`config.mk`:
```
export PLATFORM = sky130hd
export DESIGN_NAME = adc_word_byte_bus_port
export DESIGN_NICKNAME = d
export VERILOG_FILES = /design/src/common/bus_port_pkg.sv /design/src/common/pin_sync_if.sv /design/src/rtl/adc_word_byte_bus_port.sv /design/src/rtl/pin_sampler.sv
export SDC_FILE = /design/constraint.sdc
export NUM_CORES = 1
export LEC_CHECK = 0
export BUFFER_PORTS_ARGS = -buffer_cell sky130_fd_sc_hd__clkbuf_2
export CORE_ASPECT_RATIO = 1.2
export CORE_MARGIN = 1
export CORE_UTILIZATION = 55
export CTS_CLUSTER_DIAMETER = 40
export CTS_CLUSTER_SIZE = 16
export DETAILED_ROUTE_END_ITERATION = 8
export GPL_ROUTABILITY_DRIVEN = 0
export PLACE_DENSITY = 0.81
export SETUP_SLACK_MARGIN = 0.05
export SLEW_MARGIN = 20
export SYNTH_ARGS = -nofsm -noshare
export SYNTH_HDL_FRONTEND = slang
export SYNTH_SLANG_ARGS = --single-unit
export TNS_END_PERCENT = 1
```
`constraint.sdc`:
```
create_clock -name clk -period 3.7 [get_ports clk]
set_input_delay 0.74 -clock clk [delete_from_list [all_inputs] [get_ports clk]]
set_output_delay 0.74 -clock clk [all_outputs]
set_load 0.02 [all_outputs]
```
`src/common/bus_port_pkg.sv`:
```
// Package for the parallel word/byte host port of the converter.
// Assumes a single 50 MHz clock domain; used by the port module only, not by its capture module.
`default_nettype none
package bus_port_pkg;
   localparam int DATA_W = 12;
   localparam int CHAN_W = 3;
   localparam int LOW_W = 8;
   localparam int NIB_W = 4;
   // Field positions inside a byte-mode upper byte
   localparam int UPPER_NIB_LSB = 8;
   localparam int TAG_LSB = 4;
   // Reset values
   localparam logic [11:0] RESULT_RST = 12'h000;
   localparam logic [11:0] WRITE_RST = 12'h000;
   localparam logic [2:0] CHAN_RST = 3'h0;
   // Minimum write strobe low time, in ns, and its cycle count (rounded up)
   localparam int WR_PULSE_NS = 10;
   localparam int CLK_NS = 20;
   localparam int WR_PULSE_CYC = ((WR_PULSE_NS + CLK_NS - 1) / CLK_NS) < 1 ? 1 :
                                 ((WR_PULSE_NS + CLK_NS - 1) / CLK_NS);
   typedef enum logic [1:0] {
      idle_s,
      write_s,
      read_s
   } access_t;
endpackage
`default_nettype wire

```
`src/common/pin_sync_if.sv`:
```
// Interface carrying the synchronised host strobes and bus samples.
// Assumes the sampling module and the port module share clk.
`default_nettype none
interface pin_sync_if;
   logic cs_n;
   logic rd_n;
   logic wr_n;
   logic word_mode;
   logic pin8;
   logic [7:0] low;
   modport src (output cs_n, rd_n, wr_n, word_mode, pin8, low);
   modport dst (input cs_n, rd_n, wr_n, word_mode, pin8, low);
endinterface
`default_nettype wire

```
`src/rtl/adc_word_byte_bus_port.sv`:
```
// Parallel host data port of an eight-channel converter, word and byte modes.
// Assumes the host strobes are asynchronous and the core hands over result and tag.
// Functional notes
// RULE_01 - Low eight lines carry reads and writes
// RULE_02 - Word mode: shared pin is ninth line
// RULE_03 - Byte mode: shared pin selects upper byte
// RULE_04 - Byte mode, low select: bits 7..0
// RULE_05 - Byte mode, high select: bits 11..8 on low nibble
// RULE_06 - Upper-byte read drives channel tag on 6..4
// RULE_07 - Host pads upper-byte write 7..4 with zeros
// RULE_08 - Write strobe with chip select captures data
// RULE_09 - Read strobe with chip select drives result
// RULE_10 - Lines released outside selected reads
`default_nettype none
module adc_word_byte_bus_port (
   // Clock and reset
   input wire logic clk,
   input wire logic resetn,
   // Host strobes and mode
   input wire logic cs_n,
   input wire logic rd_n,
   input wire logic wr_n,
   input wire logic word_byte_sel,
   // Low data lines, three-signal form
   input wire logic [7:0] low_data_lines_in,
   output logic [7:0] low_data_lines_out,
   output logic [7:0] low_data_lines_oe,
   // Shared ninth-bit or upper-select pin
   input wire logic ninth_bit_or_upper_select_pin_in,
   output logic ninth_bit_or_upper_select_pin_out,
   output logic ninth_bit_or_upper_select_pin_oe,
   // Upper data lines 11..9, used in word mode only
   input wire logic [2:0] high_data_lines_in,
   output logic [2:0] high_data_lines_out,
   output logic [2:0] high_data_lines_oe,
   // Core side: result and its channel
   input wire logic [11:0] result,
   input wire logic [2:0] result_chan,
   // Core side: written register word
   output logic [11:0] write_data,
   output logic write_strobe,
   output logic write_upper_pad_err
);
   pin_sync_if sync ();
   logic [2:0] high_meta;
   logic [2:0] high_sync;
   logic [1:0] wr_cnt;
   logic wr_seen;
   logic [7:0] low_hold;
   // Kind of the write in progress, latched while the strobe is sampled low
   logic commit_hold;
   logic pad_hold;
   bus_port_pkg::access_t state;
   bus_port_pkg::access_t next_state;

   pin_sampler #(.WIDTH(13)) sampler (
      .clk(clk),
      .resetn(resetn),
      .raw({cs_n, rd_n, wr_n, word_byte_sel, ninth_bit_or_upper_select_pin_in, low_data_lines_in}),
      .sync(sync.src)
   );

   // Upper lines pass the same two flops
   always_ff @(posedge clk or negedge resetn) begin
      if (!resetn) begin
         high_meta <= 3'h0;
         high_sync <= 3'h0;
      end else begin
         high_meta <= high_data_lines_in;
         high_sync <= high_meta;
      end
   end

   // Decode of the access and the byte lane
   wire selected = !sync.cs_n;
   wire rd_act = selected && !sync.rd_n; // RULE_09
   wire wr_act = selected && !sync.wr_n; // RULE_08
   wire upper_sel = !sync.word_mode && sync.pin8; // RULE_03
   wire [11:0] word_in = {high_sync, sync.pin8, sync.low}; // RULE_02

   // Read data per mode
   wire [7:0] byte_low = result[7:0]; // RULE_04
   wire [7:0] byte_high = {1'b0, result_chan, result[11:8]}; // RULE_05 RULE_06
   wire [7:0] next_low_out = sync.word_mode ? result[7:0] : (upper_sel ? byte_high : byte_low); // RULE_01
   wire next_oe = rd_act; // RULE_10

   // Access tracking: a read or a write holds its state until its strobe is seen high
   always_comb begin
      next_state = state;
      case (state)
         bus_port_pkg::idle_s: begin
            if (rd_act)
               next_state = bus_port_pkg::read_s;
            else if (wr_act)
               next_state = bus_port_pkg::write_s;
            else
               next_state = bus_port_pkg::idle_s;
         end
         bus_port_pkg::read_s: begin
            if (rd_act)
               next_state = bus_port_pkg::read_s;
            else
               next_state = bus_port_pkg::idle_s;
         end
         bus_port_pkg::write_s: begin
            if (wr_act)
               next_state = bus_port_pkg::write_s;
            else
               next_state = bus_port_pkg::idle_s;
         end
         default: begin
            next_state = bus_port_pkg::idle_s;
         end
      endcase
   end

   // Access state
   always_ff @(posedge clk or negedge resetn) begin
      if (!resetn) begin
         state <= bus_port_pkg::idle_s;
      end else begin
         state <= next_state;
      end
   end

   // Write strobe low time, counted in sampled cycles and saturating
   always_ff @(posedge clk or negedge resetn) begin
      if (!resetn) begin
         wr_cnt <= 2'h0;
      end else if (state == bus_port_pkg::write_s && wr_cnt != 2'h3) begin
         wr_cnt <= wr_cnt + 2'h1;
      end else if (state != bus_port_pkg::write_s) begin
         wr_cnt <= 2'h0;
      end
   end

   // Strobe held low long enough for a committed write
   always_ff @(posedge clk or negedge resetn) begin
      if (!resetn) begin
         wr_seen <= 1'b0;
      end else begin
         wr_seen <= (state == bus_port_pkg::write_s) && (wr_cnt >= 2'(bus_port_pkg::WR_PULSE_CYC - 1));
      end
   end

   // Low lane: result follows the byte lane while a read is selected
   always_ff @(posedge clk or negedge resetn) begin
      if (!resetn) begin
         low_data_lines_out <= 8'h00;
         low_data_lines_oe <= 8'h00;
      end else begin
         low_data_lines_out <= next_low_out; // RULE_09
         low_data_lines_oe <= {8{next_oe}}; // RULE_10
      end
   end

   // Shared pin: driven only as bit 8 of a word-mode read
   always_ff @(posedge clk or negedge resetn) begin
      if (!resetn) begin
         ninth_bit_or_upper_select_pin_out <= 1'b0;
         ninth_bit_or_upper_select_pin_oe <= 1'b0;
      end else begin
         ninth_bit_or_upper_select_pin_out <= result[8];
         ninth_bit_or_upper_select_pin_oe <= next_oe && sync.word_mode; // RULE_02
      end
   end

   // Upper lines 11..9: word-mode reads only
   always_ff @(posedge clk or negedge resetn) begin
      if (!resetn) begin
         high_data_lines_out <= 3'h0;
         high_data_lines_oe <= 3'h0;
      end else begin
         high_data_lines_out <= result[11:9];
         high_data_lines_oe <= {3{next_oe && sync.word_mode}};
      end
   end

   // Write ends when the strobe is seen high after a long enough low time
   wire wr_end = (state == bus_port_pkg::write_s) && !wr_act && (wr_seen || wr_cnt != 2'h0);

   // Low byte of a byte-mode write, kept for the upper byte
   always_ff @(posedge clk or negedge resetn) begin
      if (!resetn) begin
         low_hold <= 8'h00;
      end else if (wr_act && !sync.word_mode && !sync.pin8) begin
         low_hold <= sync.low; // RULE_04
      end
   end

   // Kind and padding of the write, taken while the strobe is still low so that
   // a host changing its lines soon after the strobe rises is not misread
   always_ff @(posedge clk or negedge resetn) begin
      if (!resetn) begin
         commit_hold <= 1'b0;
         pad_hold <= 1'b0;
      end else if (wr_act) begin
         commit_hold <= sync.word_mode || upper_sel; // RULE_08
         pad_hold <= upper_sel && (sync.low[7:4] != 4'h0); // RULE_07
      end
   end

   // Written word: last value sampled while the strobe is low
   always_ff @(posedge clk or negedge resetn) begin
      if (!resetn) begin
         write_data <= bus_port_pkg::WRITE_RST;
      end else if (wr_act && sync.word_mode) begin
         write_data <= word_in; // RULE_08
      end else if (wr_act && upper_sel) begin
         write_data <= {sync.low[3:0], low_hold}; // RULE_05
      end
   end

   // One-cycle strobe as a word or upper-byte write completes; padding flag set at each write end and held
   always_ff @(posedge clk or negedge resetn) begin
      if (!resetn) begin
         write_strobe <= 1'b0;
         write_upper_pad_err <= 1'b0;
      end else begin
         write_strobe <= wr_end && commit_hold; // RULE_08
         if (wr_end)
            write_upper_pad_err <= pad_hold; // RULE_07
      end
   end
endmodule
`default_nettype wire

```
`src/rtl/pin_sampler.sv`:
```
// Two-flop synchroniser for the host strobes, mode, shared pin and low lines feeding the port.
// Assumes the pins are asynchronous to clk.
`default_nettype none
module pin_sampler #(
   parameter int WIDTH = 13
) (
   // Clock and reset
   input wire logic clk,
   input wire logic resetn,
   // Raw pins: cs_n, rd_n, wr_n, word_mode, pin8, low[7:0]
   input wire logic [WIDTH-1:0] raw,
   // Synchronised view
   pin_sync_if.src sync
);
   logic [WIDTH-1:0] meta;
   logic [WIDTH-1:0] stable;

   // Strobes idle high so reset leaves them inactive
   always_ff @(posedge clk or negedge resetn) begin
      if (!resetn) begin
         meta <= 13'h1C00;
         stable <= 13'h1C00;
      end else begin
         meta <= raw;
         stable <= meta;
      end
   end

   assign sync.cs_n = stable[12];
   assign sync.rd_n = stable[11];
   assign sync.wr_n = stable[10];
   assign sync.word_mode = stable[9];
   assign sync.pin8 = stable[8];
   assign sync.low = stable[7:0];
endmodule
`default_nettype wire

```
==> impl_metrics.ini, run 1 <==
[synthesis]
synth_area_per_cell_sq_um = 14.3
synth.top_cells.by_area = dfrtp_1 (65%), mux2_2 (6.8%), dfstp_2 (5.9%)
postSynthNetCount = 221
synth_cell_types = 24
yosysWarnings = 0
syn_area_sq_um = 2660
netlist.area_leader.share_pct = 64.9
netlist.top_cell.by_area = dfrtp_1
synth-seq-cells = 75
syn_inst = 186
ys_seq_area_share_pct = 70.8

[final_layout]
layout.nets = 284
final_area_sq_um = 3130
areaGrowthSynthToFinish_pct = 17.8
utilization_pct = 67.7
n_antenna_cell = 0
finalNonFillerCells = 312
drive_above_1_share_pct = 42.1
most-common-layout-cells = dfrtp_1 (69), clkbuf_2 (69), mux2_2 (16), o21ai_0 (15), nor2b_1 (14)

[clock_tree]
htreeDepth = 3
ctsHoldBuffers = 0
clockRootBuffer = clkbuf_8
postCtsSetupBuffers = 0
clk_pin_slew_ns = 0.07
clk_latency_ns = 0.34
clock-sinks = 75
cts_resized = 0
cts_made_buffers = 9
cts_tree = built
clk_path_buf_depth = 2

[setup_path]
crit_chain = nor2b_1 -> mux2_2
cp_max_fo = 26
crit_slowest_cell = dfrtp_1
worstPathArrival_ns = 2.34
worstSetupPathType = reg -> reg
critPathRequiredTime_ns = 3.92
cp_top_family = flip-flops
cp-end-kind = flop
path_buf_inv = 0
start_kind = flop
slowest_delay_ns = 0.89

[sta]
drv_slew = 0
timing.hold.ws_ns = 0.346
setup_viol = 0
tns_ns = 0
finalCritPeriodShare_pct = 57.4
max_freq_mhz = 471
period_needed_ns = 2.12
worst_pin_slew_ns = 0.924
rsz0062_at_grt = false
max_slew_margin_pct = 38.2
hold_violations = 0
finalClockSkew_ns = 0.00570
final.setup.worst_slack_ns = 1.58

[floorplanning]
die_area_sq_um = 5120
die_x_microns = 65.5
initial_core_util_pct = 57.5
die_h_microns = 78.2
fp-row-count = 27
core_sq_um = 4630
ioPinCount = 71

[worst_hold_path]
hp-class = reg -> reg

[placed_design]
postPlaceCellArea_sq_um = 2970
dpl.cell_count = 296
dp_hpwl_mm = 2.92
numPortBuffers = 70
post-place-ws_ns = 1.59

[power]
irDropWorstVdd_v = 0.000354
p_total_mw = 1.72
cellLeakagePower_nw = 1.49
power_density_nw_per_um2 = 551

[grt]
grt-ovfl-total = 0
grt_max_degree = 76
antenna_found_initial = 0
grt_pass1_vias = 1640
grt_pass1_wl_mm = 7.46
grt_usage_pct = 20.1

[run]
drv.max_cap_violation_count = 0

[drt]
wirelength_mm = 4.44
via_per_inst = 5.38
drtPass1Iterations = 4
antenna_left = 0
first_iter_violations = 120
drc = 0
dr_total_vias = 1678
wl_per_cell_microns = 14.2

[status]
run_status = complete, no violations
-- area by class of cell --
| class | count | area (sq um) |
|---|---|---|
| Timing Repair Buffer | 71 | 360 |
| Multi-Input combinational cell | 89 | 641 |
| Tap cell | 58 | 72.6 |
| Sequential cell | 75 | 1880 |
| Fill cell | 315 | 1500 |
| Clock buffer | 13 | 149 |
| Inverter | 3 | 11.3 |
| Clock inverter | 3 | 15.0 |
-- cells by family (layout without fill, tap and decap cells) --
family | Yosys count | count (layout) | share of synthesized area (%)
compound gates | 38 | 38 | 8.84
mux | 17 | 17 | 7.15
xor+xnor | 1 | 1 | 0.329
fa+ha+maj | 2 | 2 | 0.941
simple gates | 31 | 31 | 6.82
flops | 75 | 75 | 70.8
buf+inv | 22 | 90 | 5.08
-- power by group --
| group | leakage (nW) | internal (mW) | switching [mW] |
|---|---|---|---|
| sequential | 0.890 | 0.905 | 0.0571 |
| combinational | 0.517 | 0.103 | 0.137 |
| clock | 0.0872 | 0.259 | 0.263 |
-- worst paths after layout --
path,start,endpoint,slack (ns),cells after the start
min reg2reg,sampler.meta[3]$_DFF_PN0_,sampler.stable[3]$_DFF_PN0_,0.35,0
max,sampler.stable[8]$_DFF_PN0_,low_data_lines_out[4]$_DFF_PN0_,1.58,2
min in group asynchronous,resetn,write_data[10]$_DFFE_PN0P_,0.53,1
min,sampler.meta[3]$_DFF_PN0_,sampler.stable[3]$_DFF_PN0_,0.35,0
max reg2reg,sampler.stable[8]$_DFF_PN0_,low_data_lines_out[4]$_DFF_PN0_,1.58,2
max in group asynchronous,resetn,low_data_lines_out[4]$_DFF_PN0_,2.63,1
-- sequential cells by signal, indices dropped and copies added (netlist names), 2 cells and up --
name	cells
sampler.meta	13
high_sync	3
high_data_lines_out	3
low_hold	8
sampler.stable	13
wr_cnt	2
low_data_lines_out	8
write_data	12
state	2
high_meta	3
-- Yosys cell counts --
cell / count
o21ai_0: 15
buf_6: 1
dfrtp_1: 69
nor2b_1: 14
nor3b_1: 1
a31oi_1: 11
nand2_1: 1
mux2_2: 16
a22oi_1: 11
inv_1: 3
ha_1: 2
mux2i_1: 1
nor3_1: 3
nand2b_1: 1
buf_2: 3
dfstp_2: 6
nor2_1: 7
nor3_4: 1
buf_4: 11
o41ai_1: 1
or2_1: 1
and2_1: 2
xor2_1: 1
clkbuf_1: 4
-- per-layer routing --
metal,GRT usage (%),part of all wire [%]
met3,6.83,7.0
met2,32.3,52
met1,23.8,40
met4,10.4,1.4
met5,0,0
-- worst register-to-register path: cells and delay by family (launching register included) --
| family | cells | cell delay (ns) |
|---|---|---|
| AND/OR/NAND/NOR | 1 | 0.70 |
| multiplexers | 1 | 0.42 |
| flip-flops | 1 | 0.89 |
Power figures use the tool's default switching activity.
==> inputs of run 2 (changes only) <==
- CORE_UTILIZATION: 55 -> 51
- PLACE_DENSITY: 0.81 -> 0.76
- clock period: 3.7 -> 2.1 ns (I/O delays scaled with it)
==> run 2 against run 1 <==
Setup slack worse by 1.1 ns; clock-buffer cell count is 1 lower; wire length shrank 1.2%; cell count up 2.2%; via count shrank 1.1%; combinational power up 82%; non-clock buffer count grew 6; sequential power grew 76%; clock skew rose by 0.0029 ns.
==> impl_metrics.ini, run 2 (synthesized netlist as in run 1, its figures left out) <==
[grt]
met2_usage_pct = 29.2
busiest_layer = met2
grtUsageMet1_pct = 23.2
grt_pass1_wl_mm = 7.38
antenna_found_initial = 0
grt-ovfl-total = 0
gr-usage-met3_pct = 6.60
grt_usage_pct = 18.9
grt_pass1_vias = 1646
grt_max_degree = 58

[clock_tree]
postCtsSetupBuffers = 0
htreeDepth = 3
cts_made_buffers = 9
clk_path_buf_depth = 2
cts_resized = 0
ctsHoldBuffers = 0
cts_tree = built
clockRootBuffer = clkbuf_8
clock-sinks = 75
clk_latency_ns = 0.33
clk_pin_slew_ns = 0.07

[final_layout]
drive_above_1_share_pct = 43.6
finalNonFillerCells = 319
most-common-layout-cells = dfrtp_1 (69), clkbuf_2 (69), mux2_2 (16), o21ai_0 (15), nor2b_1 (14)
layout.nets = 290
areaGrowthSynthToFinish_pct = 19.4
n_antenna_cell = 0
nFillCells = 387
top_regs = sampler.meta: 13 flops, sampler.stable: 13 flops, write_data: 12 flops

[drt]
wirelength_mm = 4.39
antenna_left = 0
wl_per_cell_microns = 13.8
dr_total_vias = 1659
drc = 0
drtPass1Iterations = 4
via_per_inst = 5.20
first_iter_violations = 76

[setup_path]
cp-endpoint = write_upper_pad_err$_DFFE_PN0P_
cp_num_cells = 3
crit_chain = nor2_1 -> nor3_1 -> mux2_2
rrSetupSlack_ns = 0.46
slowest_delay_ns = 0.66
critPathRequiredTime_ns = 2.32
worstSetupPathType = reg -> reg
cp_max_fo = 13
worstPathArrival_ns = 1.85
path_buf_inv = 0
r2r_start = sampler.stable[12]$_DFF_PN1_
cp_top_family = simple AND/OR/NAND/NOR gates
start_kind = flop
cp-end-kind = flop
reg2reg_to = write_upper_pad_err$_DFFE_PN0P_
reg2reg_depth = 3
critPathLaunch = sampler.stable[12]$_DFF_PN1_
crit_slowest_cell = nor2_1

[floorplanning]
initial_core_util_pct = 53.5
die_h_microns = 81.1
core_sq_um = 4970
die_x_microns = 67.9
die_area_sq_um = 5510
fp-row-count = 28
ioPinCount = 71

[status]
run_status = complete, no violations

[placed_design]
numPortBuffers = 70
dpl.cell_count = 304
dp_hpwl_mm = 3.06

[power]
irDropWorstVdd_v = 0.000659
switchingPower_mw = 0.795
p_seq_share_pct = 55.7
power_density_nw_per_um2 = 953
combPwrFrac_pct = 14.4
clkPwrFrac_pct = 29.8
cellLeakagePower_nw = 1.52
switching_share_pct = 26.2
internal-power_mw = 2.23

[sta]
period_needed_ns = 1.64
finalClockSkew_ns = 0.00865
max_freq_mhz = 611
hold_violations = 0
tns_ns = 0
finalCritPeriodShare_pct = 77.9
drv_slew = 0
max_slew_margin_pct = 41.6
setup_viol = 0
rsz0062_at_grt = false
worst_pin_slew_ns = 0.872

[worst_hold_path]
hp-class = in -> async

[run]
drv.max_cap_violation_count = 0
run 2: cell count changes in the layout (fill, tap and decap cells not counted), sizes merged:
cell / previous run / this run
buf: 2 / 8
clkbuf: 82 / 81
run 2: worst register-to-register path, stage by stage, from the launching register on:
cell	delay, ns
dfstp_2	0.39
nor2_1	0.66
nor3_1	0.15
mux2_2	0.32
run 2: worst min path at each step:
stage                                          from                         endpoint  slack [ns]  depth (start not counted)
after floorplan                              resetn          commit_hold$_DFFE_PN0P_        0.12                          0
after global placement    sampler.meta[3]$_DFF_PN0_      sampler.stable[3]$_DFF_PN0_        0.33                          0
after detailed placement     high_meta[2]$_DFF_PN0_           high_sync[2]$_DFF_PN0_        0.33                          0
after CTS                                    resetn  write_upper_pad_err$_DFFE_PN0P_        0.14                          1
after global routing                           wr_n       sampler.meta[10]$_DFF_PN1_        0.15                          1
final                                        resetn      sampler.stable[2]$_DFF_PN0_        0.12                          1
run 2: area by class of cell:
| class | count | area, sq um | area share, % |
|---|---|---|---|
| clock buffer | 12 | 145 | 4.57 |
| clock inverter | 3 | 15.0 | 0.473 |
| inverter | 3 | 11.3 | 0.354 |
| multi-input combinational | 89 | 641 | 20.2 |
| sequential | 75 | 1880 | 59.3 |
| tap | 60 | 75.1 | 2.36 |
| timing repair buffer | 77 | 405 | 12.8 |
run 2: per-layer routing:
metal,share of wire [%],vias up
li1,-,772
met1,40,814
met2,51,63
met3,6.5,10
met4,2.0,0
met5,0,-
run 2: power groups by stage:
stage / registers (mW) / clock network, mW / logic, mW
CTS: 1.69 / 0.933 / 0.444
global route: 1.71 / 0.987 / 0.489
global placement: 1.71 / 0 / 0.427
detailed placement: 1.71 / 0 / 0.444
finish: 1.69 / 0.904 / 0.436
floorplan: 1.78 / 0 / 0.195
run 2: stage by stage:
stage          hold WS [ns]  util [%]  cell area, sq um  power (mW)  setup slack, ns
2_1_floorplan         0.124         -              2660        1.97            0.627
3_3_place_gp          0.332      60.6              3020        2.13            0.538
3_5_place_dp          0.335      60.6              3020        2.16            0.468
4_1_cts               0.142      63.9              3180        3.07            0.465
5_1_grt               0.150      63.9              3180        3.18            0.377
6_report              0.122      63.9              3180        3.03            0.463
==> inputs of run 3 (changes only) <==
- clock period: 2.1 -> 1.6 ns (I/O delays scaled with it)
==> run 3 against run 2 <==
Cell area up 3.2%; largest cell class unchanged; global-route usage rose by 0.22 points; clock skew increased by 0.0014 ns; sequential power up 31%; critical path type unchanged; sequential share of layout area fell by 1.8 points; wire length increased by 4.8%; setup slack lost 0.36 ns; clock-buffer cell count is 3 higher.
==> impl_metrics.ini, run 3 (synthesized netlist as in run 1, its figures left out) <==
[sta]
finalClockSkew_ns = 0.0100
tns_ns = 0
setup_viol = 0
worst_pin_slew_ns = 0.331
finalCritPeriodShare_pct = 93.5
drv_slew = 0
max_freq_mhz = 668
hold_violations = 0
rsz0062_at_grt = false
final.setup.worst_slack_ns = 0.103
period_needed_ns = 1.50
max_slew_margin_pct = 77.9

[power]
cellLeakagePower_nw = 1.57
switching_share_pct = 25.5
combPwrFrac_pct = 14.4
internal-power_mw = 3.09
clkPwrFrac_pct = 32.4
p_seq_share_pct = 53.3
power_density_nw_per_um2 = 1270
irDropWorstVdd_v = 0.000891
switchingPower_mw = 1.06

[drt]
wirelength_mm = 4.60
drtPass1Iterations = 4
antenna_left = 0
first_iter_violations = 98
via_per_inst = 5.16
wl_per_cell_microns = 14.2
drc = 0
dr_total_vias = 1672

[final_layout]
n_antenna_cell = 0
top_regs = sampler.meta: 13 flops, sampler.stable: 13 flops, write_data: 12 flops
areaGrowthSynthToFinish_pct = 23.2
nFillCells = 379
drive_above_1_share_pct = 44.3
layout.nets = 294
most-common-layout-cells = dfrtp_1 (69), clkbuf_2 (69), mux2_2 (16), o21ai_0 (15), nor2b_1 (14)

[grt]
grt_usage_pct = 19.1
antenna_found_initial = 0
grt-ovfl-total = 0
grt_pass1_wl_mm = 7.43
grt_max_degree = 31
grt_pass1_vias = 1680

[setup_path]
cp-end-kind = flop
start_kind = flop
worstSetupPathType = reg -> reg
worstPathArrival_ns = 1.71
cp_max_fo = 8
critPathRequiredTime_ns = 1.82
rrSetupSlack_ns = 0.10

[placed_design]
dp_hpwl_mm = 3.18
numPortBuffers = 70
post-place-ws_ns = 0.117

[clock_tree]
clk_path_buf_depth = 2
cts_resized = 0
cts_made_buffers = 9
clock-sinks = 75
clk_pin_slew_ns = 0.07
clk_latency_ns = 0.34
htreeDepth = 3
cts_tree = built
clockRootBuffer = clkbuf_8

[status]
run_status = complete, no violations

[floorplanning]
die_x_microns = 67.9
die_area_sq_um = 5510
core_sq_um = 4970
ioPinCount = 71
die_h_microns = 81.1
fp-row-count = 28
initial_core_util_pct = 53.5

[run]
drv.max_cap_violation_count = 0

[worst_hold_path]
hp-class = in -> reg
## run 3: cell count changes in the layout (fill, tap and decap cells not counted)
| cell | previous run | this run |
|---|---|---|
| buf_12 | 0 | 3 |
| clkbuf_8 | 10 | 13 |
| clkinv_2 | 3 | 1 |
| dlygate4sd3_1 | 0 | 1 |
## run 3: cell type report
class,count,area [sq um],area share [%]
well taps,60,75.1,2.29
clock inverters,1,5.00,0.153
multi-input cells,89,641,19.5
inverters,3,11.3,0.344
repair buffers,81,475,14.5
clock buffers,15,186,5.69
flip-flops and latches,75,1880,57.5
## run 3: power by group through the flow
stage                     Clock (mW)  Combinational, mW  Sequential, mW
after floorplan                    0              0.256            2.34
after global placement             0              0.579            2.24
after detailed placement           0              0.596            2.25
after CTS                       1.37              0.600            2.21
after global routing            1.45              0.657            2.23
final                           1.34              0.596            2.21
## run 3: critical path: stages (launching register included)
cell	delay, ns
dfstp_2	0.40
or2_1	0.26
nor3_4	0.24
buf_12	0.16
mux2_2	0.33
## run 3: metrics by stage
step | util (%) | instances | instance area, sq um | hold slack, ns | power (mW)
6_report | 65.9 | 324 | 3280 | 0.0626 | 4.15
5_1_grt | 65.9 | 324 | 3280 | 0.0421 | 4.34
4_1_cts | 65.5 | 323 | 3260 | 0.0501 | 4.18
3_5_place_dp | 61.4 | 306 | 3060 | 0.246 | 2.84
3_3_place_gp | 61.4 | 306 | 3060 | 0.241 | 2.82
2_1_floorplan | - | 186 | 2660 | 0.0244 | 2.59
## run 3: worst paths after layout
check	from	to	cells after the start
worst max register to register	sampler.stable[12]$_DFF_PN1_	low_hold[7]$_DFFE_PN0P_	4
worst min-delay path	rd_n	sampler.meta[11]$_DFF_PN1_	1
worst max-delay path	sampler.stable[12]$_DFF_PN1_	low_hold[7]$_DFFE_PN0P_	4
min in group asynchronous	resetn	write_data[8]$_DFFE_PN0P_	2
max in group asynchronous	resetn	sampler.meta[10]$_DFF_PN1_	3
worst min register to register	sampler.meta[0]$_DFF_PN0_	sampler.stable[0]$_DFF_PN0_	0
## run 3: metal layers
layer	routed length, microns	global-route usage [%]	vias to the layer above	share of wire (%)
met5	0	0	-	0
met4	106	10.2	0	2.3
met3	288	6.74	9	6.3
met2	2320	29.4	63	50
met1	1890	23.3	824	41
li1	-	-	776	-
## run 3: repair_timing
item | in CTS | in global routing
hold buffers | 1 | 0
endpoints found under the setup margin | 0 | 8
hold endpoints to repair | 22 | 0
setup buffers | 0 | 1
